## src/core/sww_pkg.sv

```systemverilog
// Shared constants, register map and types of the sleep, wake and watchdog controller
package sww_pkg;

  // Register indices; byte address on the bus is four times the index
  localparam logic [13:0] IDX_TIMER  = 14'h0001;
  localparam logic [13:0] IDX_STATUS = 14'h0003;
  localparam logic [13:0] IDX_IRQCTL = 14'h000B;
  localparam logic [13:0] IDX_CMD    = 14'h0040;
  localparam logic [13:0] IDX_OPTION = 14'h0081;
  localparam logic [13:0] IDX_CONFIG = 14'h2007;

  // Interrupt control field positions
  localparam int GIE_BIT   = 7;
  localparam int TIMER_ZERO_OVERFLOW_ENABLE_BIT  = 5;
  localparam int EXTE_BIT  = 4;
  localparam int RBCE_BIT  = 3;
  localparam int TIMER_ZERO_OVERFLOW_FLAG_BIT  = 2;
  localparam int EXTF_BIT  = 1;
  localparam int RBCF_BIT  = 0;

  // Option control field positions
  localparam int EDGE_SEL_BIT = 6;
  localparam int PS_ASSIGN_BIT = 3;
  localparam int PS_RATIO_LSB  = 0;

  // Status, configuration and command field positions
  localparam int TO_BIT       = 4;
  localparam int PD_BIT       = 3;
  localparam int CFG_WATCHDOG_ENABLE_CFG_BIT = 2;
  localparam int CMD_KICK_BIT  = 0;
  localparam int CMD_SLEEP_BIT = 1;
  localparam int CMD_RETFIE_BIT = 2;

  // Reset values and vector
  localparam logic [7:0]  OPTION_RST = 8'hFF;
  localparam logic [7:0]  IRQCTL_RST = 8'h00;
  localparam logic [12:0] IRQ_VECTOR = 13'h0004;

  // Power state, Gray coded along run, sleep, wake
  typedef enum logic [1:0] {
    ST_RUN   = 2'b00,
    ST_SLEEP = 2'b01,
    ST_WAKE  = 2'b11
  } pwr_state_t;

endpackage : sww_pkg

```

## src/core/sww_edge.sv

```systemverilog
// Edge detector for synchronous pin groups, silent until one sample is held
`timescale 1ns/10ps
module sww_edge #(
  parameter int W = 1
) (
  // Clock and reset
  input  wire logic         i_ref_clk,
  input  wire logic         i_rstn,
  // Sampled levels and detected edges
  input  wire logic [W-1:0] i_level,
  output logic      [W-1:0] o_rise,
  output logic      [W-1:0] o_fall
);

  typedef struct packed {
    logic [W-1:0] prev;
    logic         armed;
  } edge_st_t;

  edge_st_t s_ff;
  edge_st_t nxt_s;

  initial begin
    if (W < 1) $error("sww_edge: W must be at least 1");
  end

  // Hold last sample and arm after the first one
  always_comb begin
    nxt_s       = s_ff;
    nxt_s.prev  = i_level;
    nxt_s.armed = 1'b1;
  end

  always_ff @(posedge i_ref_clk or negedge i_rstn) begin
    if (!i_rstn) begin
      s_ff <= '0;
    end else begin
      s_ff <= nxt_s;
    end
  end

  // Edges only once a previous sample exists
  assign o_rise = {W{s_ff.armed}} & i_level & ~s_ff.prev;
  assign o_fall = {W{s_ff.armed}} & ~i_level & s_ff.prev;
endmodule // sww_edge

```

## src/core/sww_wdog.sv

```systemverilog
// Watchdog base counter stepped by ticks of its own RC oscillator
`timescale 1ns/10ps
module sww_wdog #(
  parameter int PERIOD = 18
) (
  // Clock and reset
  input  wire logic i_ref_clk,
  input  wire logic i_rstn,
  // Control
  input  wire logic i_osc_tick,
  input  wire logic i_enable,
  input  wire logic i_clear,
  // Base period done, one-cycle pulse
  output logic      o_base
);

  localparam int CW = $clog2(PERIOD);

  typedef struct packed {
    logic [CW-1:0] cnt;
    logic          base;
  } wdog_st_t;

  wdog_st_t s_ff;
  wdog_st_t nxt_s;

  initial begin
    if (PERIOD < 2) $error("sww_wdog: PERIOD must be at least 2");
  end

  // Count oscillator ticks; off when not enabled by configuration
  always_comb begin
    nxt_s      = s_ff;
    nxt_s.base = 1'b0;
    if (i_clear) begin
      nxt_s.cnt = '0;
    end else if (i_osc_tick && i_enable) begin
      if (s_ff.cnt == CW'(PERIOD - 1)) begin
        nxt_s.cnt  = '0;
        nxt_s.base = 1'b1;
      end else begin
        nxt_s.cnt = s_ff.cnt + 1'b1;
      end
    end
  end

  always_ff @(posedge i_ref_clk or negedge i_rstn) begin
    if (!i_rstn) begin
      s_ff <= '0;
    end else begin
      s_ff <= nxt_s;
    end
  end

  assign o_base = s_ff.base;
endmodule // sww_wdog

```

## src/core/sww_ctrl.sv

```systemverilog
// Sleep, wake, watchdog and core interrupt controller with Avalon-MM registers
`timescale 1ns/10ps
//
// Contract
// - External pin edge is rising when edge select is one, falling when zero.
// - Valid pin edge sets external flag bit 1, enable bit 4, sticky until cleared.
// - Pin interrupt wakes sleep only if enabled; global enable decides vectoring.
// - Timer zero rollover FF to 00 sets flag bit 2, enable bit 5.
// - Any change on upper four port pins sets flag bit 0, own enable.
// - Interrupt entry saves only the return address.
// - Watchdog counts on its own free-running oscillator, also during sleep.
// - Expiry while running resets the device; while asleep it wakes instead.
// - Every watchdog expiry clears the active-low timeout flag.
// - Watchdog is off whenever configuration enable bit 2 is zero.
// - One prescaler shared by timer and watchdog, assignment and ratio in option.
// - Kick and sleep clear watchdog and assigned prescaler, assignment unchanged.
// - Sleep clears watchdog, clears power-down flag, sets timeout, stops oscillator.
// - Pins hold their pre-sleep state while asleep.
// - Master clear in sleep resets; expiry or enabled interrupt continues.
// - Power-down flag set at power-up, cleared by each sleep.
// - In sleep only clock-free peripherals may raise wake requests.
// - Enabled interrupt wakes regardless of global enable; vector after prefetched op.
// - Sleep with enabled flag pending acts as no operation.
// - Interrupt during or after sleep lets sleep finish, then wakes at once.
// - Taking an interrupt clears global enable, pushes return, loads vector.
// - Flags set on events regardless of any enable.
module sww_ctrl
  import sww_pkg::*;
#(
  parameter int WDT_PERIOD = 18
) (
  // Clock and reset
  input  wire logic        i_ref_clk,
  input  wire logic        i_rstn,
  // Avalon-MM slave
  input  wire logic [15:0] i_avs_address,
  input  wire logic        i_avs_read,
  input  wire logic        i_avs_write,
  input  wire logic [31:0] i_avs_writedata,
  output logic      [31:0] o_avs_readdata,
  output logic             o_avs_waitrequest,
  // Device pins and oscillator ticks
  input  wire logic        i_master_clear_pin_n,
  input  wire logic        i_ext_irq_pin,
  input  wire logic [3:0]  i_port_b_hi,
  input  wire logic        i_t0_tick,
  input  wire logic        i_wdt_osc_tick,
  input  wire logic [7:0]  i_config_word,
  input  wire logic        i_periph_wake,
  // Core side
  input  wire logic [12:0] i_pc_next,
  input  wire logic        i_instr_retire,
  output logic             o_vector_take,
  output logic      [12:0] o_vector_addr,
  output logic      [12:0] o_return_addr,
  // Reset and power outputs
  output logic             o_dev_reset,
  output logic             o_wdt_reset,
  output logic             o_osc_run,
  output logic             o_io_hold,
  output logic             o_sleeping
);

  typedef struct packed {
    pwr_state_t  st;
    logic [7:0]  irq;
    logic [7:0]  opt;
    logic        to_n;
    logic        pd_n;
    logic [7:0]  tmr;
    logic [7:0]  pre;
    logic        ack;
    logic [31:0] rdata;
    logic        vec;
    logic        wrst;
    logic [12:0] ret;
  } ctrl_st_t;

  ctrl_st_t s_ff;
  ctrl_st_t nxt_s;

  logic       ext_rise;
  logic       ext_fall;
  logic [3:0] rb_rise;
  logic [3:0] rb_fall;
  logic       wdt_base;
  logic       wdt_clr;

  initial begin
    if (WDT_PERIOD < 2) $error("sww_ctrl: WDT_PERIOD must be at least 2");
  end

  // Mask with the low n bits set
  function automatic logic [7:0] low_mask(input logic [3:0] n);
    logic [7:0] m;
    m = '0;
    for (int i = 0; i < 8; i++) begin
      m[i] = (4'(i) < n);
    end
    return m;
  endfunction

  // Register index match on a word-aligned byte address
  function automatic logic hit(input logic [15:0] a, input logic [13:0] idx);
    return (a[15:2] == idx) && (a[1:0] == 2'b00);
  endfunction

  sww_edge #(.W(1)) u_ext_edge (
    .i_ref_clk (i_ref_clk),
    .i_rstn    (i_rstn),
    .i_level   (i_ext_irq_pin),
    .o_rise    (ext_rise),
    .o_fall    (ext_fall)
  );

  sww_edge #(.W(4)) u_rb_edge (
    .i_ref_clk (i_ref_clk),
    .i_rstn    (i_rstn),
    .i_level   (i_port_b_hi),
    .o_rise    (rb_rise),
    .o_fall    (rb_fall)
  );

  sww_wdog #(.PERIOD(WDT_PERIOD)) u_wdog (
    .i_ref_clk  (i_ref_clk),
    .i_rstn     (i_rstn),
    .i_osc_tick (i_wdt_osc_tick),
    .i_enable   (i_config_word[CFG_WATCHDOG_ENABLE_CFG_BIT]),
    .i_clear    (wdt_clr),
    .o_base     (wdt_base)
  );

  // Decoded events and commands
  logic       awake;
  logic       ext_ev;
  logic       rb_ev;
  logic       pending;
  logic       prescaler_assign;
  logic [3:0] ratio;
  logic       t0_step;
  logic       t0_inc;
  logic       pre_hit_t0;
  logic       pre_hit_wd;
  logic       wdt_exp;
  logic       bus_wr;
  logic       bus_rd;
  logic       cmd_kick;
  logic       cmd_sleep;
  logic       cmd_retfie;
  logic       sleep_go;

  always_comb begin
    awake      = (s_ff.st != ST_SLEEP);
    ext_ev     = s_ff.opt[EDGE_SEL_BIT] ? ext_rise : ext_fall;
    rb_ev      = |(rb_rise | rb_fall);
    pending    = |(s_ff.irq[TIMER_ZERO_OVERFLOW_ENABLE_BIT:RBCE_BIT] & s_ff.irq[TIMER_ZERO_OVERFLOW_FLAG_BIT:RBCF_BIT]);
    prescaler_assign        = s_ff.opt[PS_ASSIGN_BIT];
    ratio      = {1'b0, s_ff.opt[PS_RATIO_LSB +: 3]};
    t0_step    = i_t0_tick && awake;
    pre_hit_t0 = (s_ff.pre & low_mask(ratio + 4'd1)) == low_mask(ratio + 4'd1);
    pre_hit_wd = (s_ff.pre & low_mask(ratio)) == low_mask(ratio);
    t0_inc     = prescaler_assign ? t0_step : (t0_step && pre_hit_t0);
    wdt_exp    = wdt_base && (!prescaler_assign || pre_hit_wd);
    bus_wr     = i_avs_write && s_ff.ack;
    bus_rd     = i_avs_read && !s_ff.ack;
    cmd_kick   = bus_wr && hit(i_avs_address, IDX_CMD) && i_avs_writedata[CMD_KICK_BIT];
    cmd_sleep  = bus_wr && hit(i_avs_address, IDX_CMD) && i_avs_writedata[CMD_SLEEP_BIT];
    cmd_retfie = bus_wr && hit(i_avs_address, IDX_CMD) && i_avs_writedata[CMD_RETFIE_BIT];
    sleep_go   = cmd_sleep && !pending && (s_ff.st == ST_RUN);
    wdt_clr    = cmd_kick || sleep_go || !i_master_clear_pin_n;
  end

  // Next state of registers, flags and power sequencing
  always_comb begin
    nxt_s      = s_ff;
    nxt_s.vec  = 1'b0;
    nxt_s.wrst = 1'b0;
    nxt_s.ack  = (i_avs_read || i_avs_write) && !s_ff.ack;

    // Read data captured on the first cycle, stands at the answering edge
    if (bus_rd) begin
      nxt_s.rdata = '0;
      if (hit(i_avs_address, IDX_IRQCTL)) nxt_s.rdata[7:0] = s_ff.irq;
      if (hit(i_avs_address, IDX_OPTION)) nxt_s.rdata[7:0] = s_ff.opt;
      if (hit(i_avs_address, IDX_TIMER))  nxt_s.rdata[7:0] = s_ff.tmr;
      if (hit(i_avs_address, IDX_CONFIG)) nxt_s.rdata[7:0] = i_config_word;
      if (hit(i_avs_address, IDX_STATUS)) begin
        nxt_s.rdata[TO_BIT] = s_ff.to_n;
        nxt_s.rdata[PD_BIT] = s_ff.pd_n;
      end
    end

    // Shared prescaler and timer zero
    if (!prescaler_assign && t0_step) begin
      nxt_s.pre = s_ff.pre + 8'h01;
    end else if (prescaler_assign && wdt_base) begin
      nxt_s.pre = s_ff.pre + 8'h01;
    end
    if (t0_inc) begin
      nxt_s.tmr = s_ff.tmr + 8'h01;
    end

    // Software writes
    if (bus_wr && hit(i_avs_address, IDX_IRQCTL)) nxt_s.irq = i_avs_writedata[7:0];
    if (bus_wr && hit(i_avs_address, IDX_OPTION)) nxt_s.opt = i_avs_writedata[7:0];
    if (bus_wr && hit(i_avs_address, IDX_TIMER))  nxt_s.tmr = i_avs_writedata[7:0];
    if (cmd_retfie) nxt_s.irq[GIE_BIT] = 1'b1;

    // Hardware flag sets win over a same-cycle software clear
    if (ext_ev) nxt_s.irq[EXTF_BIT] = 1'b1;
    if (rb_ev) nxt_s.irq[RBCF_BIT] = 1'b1;
    if (t0_inc && s_ff.tmr == 8'hFF) nxt_s.irq[TIMER_ZERO_OVERFLOW_FLAG_BIT] = 1'b1;

    // Watchdog kick; assignment bits untouched
    if (cmd_kick) begin
      nxt_s.to_n = 1'b1;
      nxt_s.pd_n = 1'b1;
      if (prescaler_assign) nxt_s.pre = '0;
    end

    // Power state machine
    unique case (s_ff.st)
      ST_RUN: begin
        if (sleep_go) begin
          nxt_s.st   = ST_SLEEP;
          nxt_s.pd_n = 1'b0;
          nxt_s.to_n = 1'b1;
          if (prescaler_assign) nxt_s.pre = '0;
        end else if (s_ff.irq[GIE_BIT] && pending && !cmd_sleep) begin
          nxt_s.vec          = 1'b1;
          nxt_s.irq[GIE_BIT] = 1'b0;
          nxt_s.ret          = i_pc_next;
        end
      end
      ST_SLEEP: begin
        if (wdt_exp) begin
          nxt_s.st = ST_RUN;
        end else if (pending || i_periph_wake) begin
          nxt_s.st = s_ff.irq[GIE_BIT] ? ST_WAKE : ST_RUN;
        end
      end
      ST_WAKE: begin
        if (i_instr_retire) begin
          nxt_s.st           = ST_RUN;
          nxt_s.vec          = 1'b1;
          nxt_s.irq[GIE_BIT] = 1'b0;
          nxt_s.ret          = i_pc_next;
        end
      end
      default: nxt_s.st = ST_RUN;
    endcase

    // Watchdog expiry: reset when running, wake when asleep
    if (wdt_exp) begin
      nxt_s.to_n = 1'b0;
      if (s_ff.st != ST_SLEEP) begin
        nxt_s.wrst = 1'b1;
        nxt_s.vec  = 1'b0;
        nxt_s.st   = ST_RUN;
        nxt_s.irq  = IRQCTL_RST;
        nxt_s.opt  = OPTION_RST;
        nxt_s.pre  = '0;
      end
    end

    // Master clear resets control state, also out of sleep
    if (!i_master_clear_pin_n) begin
      nxt_s.st  = ST_RUN;
      nxt_s.vec = 1'b0;
      nxt_s.irq = IRQCTL_RST;
      nxt_s.opt = OPTION_RST;
      nxt_s.pre = '0;
    end
  end

  always_ff @(posedge i_ref_clk or negedge i_rstn) begin
    if (!i_rstn) begin
      s_ff      <= '0;
      s_ff.st   <= ST_RUN;
      s_ff.opt  <= OPTION_RST;
      s_ff.irq  <= IRQCTL_RST;
      s_ff.to_n <= 1'b1;
      s_ff.pd_n <= 1'b1;
    end else begin
      s_ff <= nxt_s;
    end
  end

  // Outputs
  assign o_avs_readdata    = s_ff.rdata;
  assign o_avs_waitrequest = (i_avs_read || i_avs_write) && !s_ff.ack;
  assign o_vector_take     = s_ff.vec;
  assign o_vector_addr     = IRQ_VECTOR;
  assign o_return_addr     = s_ff.ret;
  assign o_wdt_reset       = s_ff.wrst;
  assign o_dev_reset       = s_ff.wrst || !i_master_clear_pin_n;
  assign o_sleeping        = (s_ff.st == ST_SLEEP);
  assign o_osc_run         = (s_ff.st != ST_SLEEP);
  assign o_io_hold         = (s_ff.st == ST_SLEEP);
endmodule // sww_ctrl

```

## config.mk

```make
export PLATFORM = sky130hd
export DESIGN_NAME = sww_ctrl
export DESIGN_NICKNAME = d
export VERILOG_FILES = /design/src/core/sww_pkg.sv /design/src/core/sww_edge.sv /design/src/core/sww_wdog.sv /design/src/core/sww_ctrl.sv
export SDC_FILE = /design/constraint.sdc
export NUM_CORES = 1
export LEC_CHECK = 0
export BUFFER_PORTS_ARGS = -buffer_cell sky130_fd_sc_hd__buf_4
export CORE_MARGIN = 2
export CORE_UTILIZATION = 55
export DETAILED_ROUTE_END_ITERATION = 8
export PLACE_DENSITY = 0.86
export SYNTH_ARGS = -nofsm -noshare
export SYNTH_HDL_FRONTEND = slang
export SYNTH_SLANG_ARGS = --single-unit
```

## constraint.sdc

```tcl
create_clock -name i_ref_clk -period 6.05 [get_ports i_ref_clk]
set_input_delay 0.605 -clock i_ref_clk [delete_from_list [all_inputs] [get_ports i_ref_clk]]
set_output_delay 0.605 -clock i_ref_clk [all_outputs]
set_load 0.02 [all_outputs]
```

==> results of run 1 <==
-- worst max path at each step --
stage,cells after the start,end
4_1_cts,7,o_return_addr[2]
6_report,7,o_return_addr[2]
5_1_grt,7,o_return_addr[2]
3_5_place_dp,7,o_return_addr[2]
2_1_floorplan,8,s_ff[63]
3_3_place_gp,7,o_return_addr[2]
-- power groups by stage --
stage                     clock (mW)  combinational [mW]  sequential (mW)
after floorplan                    0               0.140            0.549
after global placement             0               0.181            0.560
after detailed placement           0               0.187            0.562
after CTS                      0.388               0.188            0.553
after global routing           0.406               0.205            0.560
final                          0.383               0.187            0.554
-- synth_stat cells (all sizes together), types with 7 or more instances --
master,count
xnor2,7
nand2,33
inv,11
dfrtp,62
nor2,31
a21oi,30
nand2b,8
buf,63
dfstp,10
nor4,8
o21ai,29
xor2,8
nor3,24
nand3,12
ha,10
mux2i,15
nand4,8
nor2b,7
o21a,10
mux2,14
-- cell families (layout without fill, tap and decap cells) --
| kind of cell | after synthesis | after routing | synth area share |
|---|---|---|---|
| adder cells (fa/ha/maj) | 10 | 10 | 0.0279 |
| AO/OA/AOI/OAI | 106 | 106 | 0.156 |
| other | 2 | 38 | 0.00168 |
| AND/OR/NAND/NOR | 155 | 155 | 0.194 |
| flip-flops | 72 | 72 | 0.405 |
| XOR/XNOR | 15 | 15 | 0.0293 |
| multiplexers | 29 | 29 | 0.0687 |
| buffers and inverters | 80 | 114 | 0.118 |
-- layer usage --
metal,track usage,vias to the layer above,wire [µm]
met5,0,-,0
met4,0.105,0,275
met3,0.0522,29,836
met2,0.415,180,5390
met1,0.299,1773,4200
li1,-,1727,-
-- sequential cells by signal, summed over array words and instances (netlist names) --
register          cells
ratio                 3
o_avs_readdata        8
u_ext_edge.s_ff       1
o_vector_take         1
o_wdt_reset           1
u_rb_edge.s_ff        5
o_return_addr        13
prescaler_assign      1
u_wdog.o_base         1
u_wdog.s_ff           5
s_ff                 33
-- cell type report --
cell class,count,area [µm²]
sequential,72,1810
clock buffer,9,124
tap,102,128
multi-input combinational,353,2270
clock inverter,7,72.6
inverter,12,45.0
timing repair buffer,86,646
fill,624,2700
-- through the flow --
| stage | setup slack [ps] | hold slack, ps | total power [mW] | util | std cells |
|---|---|---|---|---|---|
| floorplan | 3570 | 309 | 0.689 | - | 505 |
| global placement | 2910 | 473 | 0.741 | 0.629 | 625 |
| detailed placement | 2850 | 481 | 0.750 | 0.629 | 625 |
| CTS | 3170 | 365 | 1.13 | 0.654 | 641 |
| global route | 2980 | 366 | 1.17 | 0.654 | 641 |
| finish | 3100 | 366 | 1.12 | 0.654 | 641 |
==> flow_summary.json, run 1 <==
{
  "via_per_inst": 5.79,
  "hp-class": "input port to async pin",
  "synth.distinct_cells": 61,
  "core_area_um2": 7810,
  "setup_tns_ps": 0,
  "fin_crit_sh": 0.488,
  "worst_slew_pin_slew_ps": 1110,
  "r2r_cells": 8,
  "cp.arrival_ps": 3200,
  "design.die.area_um2": 8880,
  "io_pins": 148,
  "start_kind": "input port",
  "finalHoldViolations": 0,
  "crit_family": "compound AO/OA/AOI/OAI gates",
  "cap_viol_max_count": 0,
  "fin_nets": 627,
  "status": "completed",
  "critPathLaunch": "i_avs_address[15]",
  "track_usage": 0.244,
  "ys_seq_elements": 72,
  "syn_to_final_growth_pct": 13.9,
  "placed_cell_area_um2": 4910,
  "ir_drop_uv": 115,
  "synth-seq-area-share": 0.405,
  "switching_share": 0.303,
  "portBuffers": 86,
  "diodes": 0,
  "drive_above_1_share": 0.267,
  "critPathMaxStageDelay_ps": 610,
  "endpoint_kind": "flip-flop",
  "final_area_um2": 5100,
  "cp.required_ps": 6290,
  "drt-initial-drc-count": 340,
  "pwr-share-clk": 0.341,
  "syn_inst": 469,
  "rows": 32,
  "final_common_cell": "buf_4",
  "clock_path_buffers": 2,
  "cts_tree": "built",
  "wl_per_cell_um": 16.7,
  "slew_headroom": 0.256,
  "ant_nets": 0,
  "cts_made_buffers": 9,
  "post-dp-hpwl_um": 7850,
  "start_util": 0.574,
  "vias": 3709,
  "first_pass_iters": 5,
  "routed_wl_um": 10700,
  "cts_setup_buffers": 0,
  "switchingPower_mw": 0.340,
  "root_buffer": "clkbuf_8",
  "layout_common_cells": "86 x buf_4, 62 x dfrtp_1, 38 x conb_1, 33 x nand2_1, 31 x nor2_1",
  "skew_ps": 11.6,
  "grt_pass1_wl_um": 16700,
  "antenna_found_initial": 0,
  "r2r_end": "s_ff[63]",
  "synth_top_area_cell": "dfrtp_1",
  "dieWidth_um": 94.3,
  "synth_area_leaders": "dfrtp_1 35%, buf_4 10%, dfstp_2 5.9%, a21oi_1 3.4%, mux2i_1 3.4%",
  "synth_ff_type": "dfrtp_1",
  "cts.sinks": 72,
  "synth_top_area_share": 0.346,
  "grt.overflow.total": 0,
  "cts_hold_buffers": 0,
  "insertion_delay_ps": 350,
  "slew_viol_final": 0,
  "grt_setup_unrepaired": "no",
  "fmax_mhz": 338,
  "netlist_area_um2": 4480,
  "ctsResizeCount": 0,
  "p_leak_nw": 2.36,
  "clk_pin_slew_ps": 80,
  "r2r_slack_ps": 3270,
  "power_frac_seq": 0.493,
  "synth-edff-count": 0,
  "gp_congestion": 0.906,
  "p_per_area_nw_per_um2": 220,
  "async_reset_ff_frac": 1.00,
  "finalSetupViolCount": 0,
  "pwr-share-comb": 0.166,
  "ctsHtreeMaxLevel": 3,
  "drc": 0,
  "grt_start_max_net_pins": 73,
  "slowest_stage": "o21ai_1",
  "yosysWarnings": 0,
  "timing.rr.start": "s_ff[83]",
  "critical_path.max_fanout": 15,
  "critical_path_class": "input port to flip-flop",
  "die_y_um": 94.3,
  "syn_avg_cell_area_um2": 9.55,
  "cp_num_buf_inv": 1,
  "grt_pass1_vias": 3477,
  "p_int_mw": 0.783,
  "period_needed_ps": 2950,
  "worstPathCellList": "buf_4 -> nor2_1 -> nand3_1 -> o41ai_1 -> a21oi_1 -> o21ai_1 -> mux2_2"
}
Power figures use the tool's default switching activity.
==> run 2, diff against run 1 <==
--- a/config.mk
+++ b/config.mk
@@ -7,9 +7,9 @@
 export LEC_CHECK = 0
 export BUFFER_PORTS_ARGS = -buffer_cell sky130_fd_sc_hd__buf_4
 export CORE_MARGIN = 2
-export CORE_UTILIZATION = 55
+export CORE_UTILIZATION = 46
 export DETAILED_ROUTE_END_ITERATION = 8
-export PLACE_DENSITY = 0.86
+export PLACE_DENSITY = 0.77
 export SYNTH_ARGS = -nofsm -noshare
 export SYNTH_HDL_FRONTEND = slang
 export SYNTH_SLANG_ARGS = --single-unit
==> constraint.sdc (replaced) <==
create_clock -name i_ref_clk -period 2.7 [get_ports i_ref_clk]
set_input_delay 0.27 -clock i_ref_clk [delete_from_list [all_inputs] [get_ports i_ref_clk]]
set_output_delay 0.27 -clock i_ref_clk [all_outputs]
set_load 0.02 [all_outputs]
==> flow_summary.json, run 2 (synthesis results as in run 1) <==
{
  "vias": 3696,
  "period_needed_ps": 2590,
  "grt_setup_unrepaired": "no",
  "fin_crit_sh": 0.958,
  "pwr-share-comb": 0.150,
  "critPathLaunch": "ratio[0]",
  "critical_path.max_fanout": 10,
  "hp-class": "input port to async pin",
  "clk_pin_slew_ps": 80,
  "die_y_um": 103,
  "r2r_end": "s_ff[63]",
  "start_util": 0.467,
  "core_area_um2": 9590,
  "drt-initial-drc-count": 181,
  "switchingPower_mw": 0.751,
  "ir_drop_uv": 285,
  "first_pass_iters": 6,
  "dieWidth_um": 103,
  "regMostFlops": "s_ff",
  "pwr-share-clk": 0.408,
  "worst_slew_pin_slew_ps": 914,
  "ant_nets": 0,
  "grt_start_max_net_pins": 73,
  "drc": 0,
  "slew_headroom": 0.391,
  "cts_tree": "built",
  "syn_to_final_growth_pct": 18.3,
  "final_common_cell": "buf_4",
  "switching_share": 0.267,
  "design.die.area_um2": 10500,
  "crit_top_cell": "o31a_1",
  "finalSetupViolCount": 0,
  "wl_per_cell_um": 15.4,
  "cts_hold_buffers": 0,
  "post-dp-hpwl_um": 7860,
  "largest_reg_flops": 33,
  "finalHoldViolations": 0,
  "layout_common_cells": "97 x buf_4, 62 x dfrtp_1, 38 x conb_1, 33 x nand2_1, 31 x nor2_1",
  "p_per_area_nw_per_um2": 531,
  "diodes": 0,
  "cp.required_ps": 2950,
  "setup_tns_ps": 0,
  "slowest_stage": "dfstp_2",
  "io_pins": 148,
  "ctsHtreeMaxLevel": 3,
  "via_per_inst": 5.41,
  "critPathMaxStageDelay_ps": 600,
  "crit_family": "compound AO/OA/AOI/OAI gates",
  "root_buffer": "clkbuf_8",
  "cts_made_buffers": 9,
  "worstPathCellList": "inv_1 -> ha_1 -> o21ai_0 -> or4_4 -> a2bb2oi_2 -> o31a_1 -> o31a_1",
  "cts.sinks": 72,
  "power_frac_seq": 0.442,
  "cts_setup_buffers": 0,
  "fmax_mhz": 387,
  "endpoint_kind": "flip-flop",
  "r2r_cells": 7,
  "grt_pass1_vias": 3456,
  "p_leak_nw": 2.46,
  "critical_path_class": "flip-flop to flip-flop",
  "rows": 36,
  "routed_wl_um": 10500,
  "fin_nets": 638,
  "drive_above_1_share": 0.284,
  "cp_num_buf_inv": 1,
  "timing.rr.start": "ratio[0]",
  "grt_pass1_wl_um": 16500,
  "slew_viol_final": 0,
  "finalPower_mw": 2.81,
  "r2r_slack_ps": 110,
  "start_kind": "flip-flop",
  "grt.overflow.total": 0,
  "antenna_found_initial": 0,
  "cap_viol_max_count": 0,
  "fin_util": 0.552,
  "clock_path_buffers": 2,
  "skew_ps": 7.25,
  "p_int_mw": 2.06,
  "gp_congestion": 0.884,
  "cp.arrival_ps": 2840,
  "status": "completed",
  "track_usage": 0.203,
  "insertion_delay_ps": 360,
  "portBuffers": 86
}
run 2: how the worst max path moves through the flow:
| stage | end | slack [ps] | depth (start not counted) |
|---|---|---|---|
| 6_report | s_ff[63] | 110 | 7 |
| 5_1_grt | s_ff[63] | 40 | 7 |
| 4_1_cts | s_ff[63] | 60 | 8 |
| 3_5_place_dp | s_ff[63] | 150 | 8 |
| 3_3_place_gp | s_ff[63] | 250 | 7 |
| 2_1_floorplan | s_ff[63] | 220 | 8 |
run 2: final cells by class:
type / count / area, µm²
Sequential cell: 72 / 1810
Timing Repair Buffer: 97 / 728
Clock inverter: 6 / 130
Tap cell: 133 / 166
Multi-Input combinational cell: 353 / 2280
Fill cell: 844 / 4300
Inverter: 12 / 45.0
Clock buffer: 10 / 138
run 2: power by group through the flow:
stage,logic [mW],clock network [mW],registers (mW)
after detailed placement,0.421,0,1.26
after global placement,0.408,0,1.26
after CTS,0.423,1.16,1.24
after floorplan,0.314,0,1.23
final,0.421,1.15,1.24
after global routing,0.463,1.22,1.26
run 2: what timing repair did:
action | 4_1_cts | 5_1_grt
endpoints found under the setup margin | 0 | 1
endpoints found under the hold margin | 0 | 0
gates resized for setup | 0 | 1
run 2: metrics by stage:
| stage | cell area, µm² | setup slack [ps] | hold WS, ps | cells |
|---|---|---|---|---|
| after CTS | 5300 | 63.9 | 22.1 | 683 |
| after global routing | 5300 | 38.8 | 8.84 | 683 |
| final | 5300 | 114 | 9.84 | 683 |
| after detailed placement | 5030 | 148 | 399 | 667 |
| after floorplan | 4620 | 223 | -25.6 | 505 |
| after global placement | 5030 | 250 | 397 | 667 |
run 2: layer usage:
layer / GRT usage / vias to the layer above / wire length [µm]
li1: - / 1739 / -
met1: 0.235 / 1752 / 4110
met2: 0.352 / 166 / 5310
met3: 0.0461 / 39 / 750
met4: 0.0995 / 0 / 346
met5: 0 / - / 0
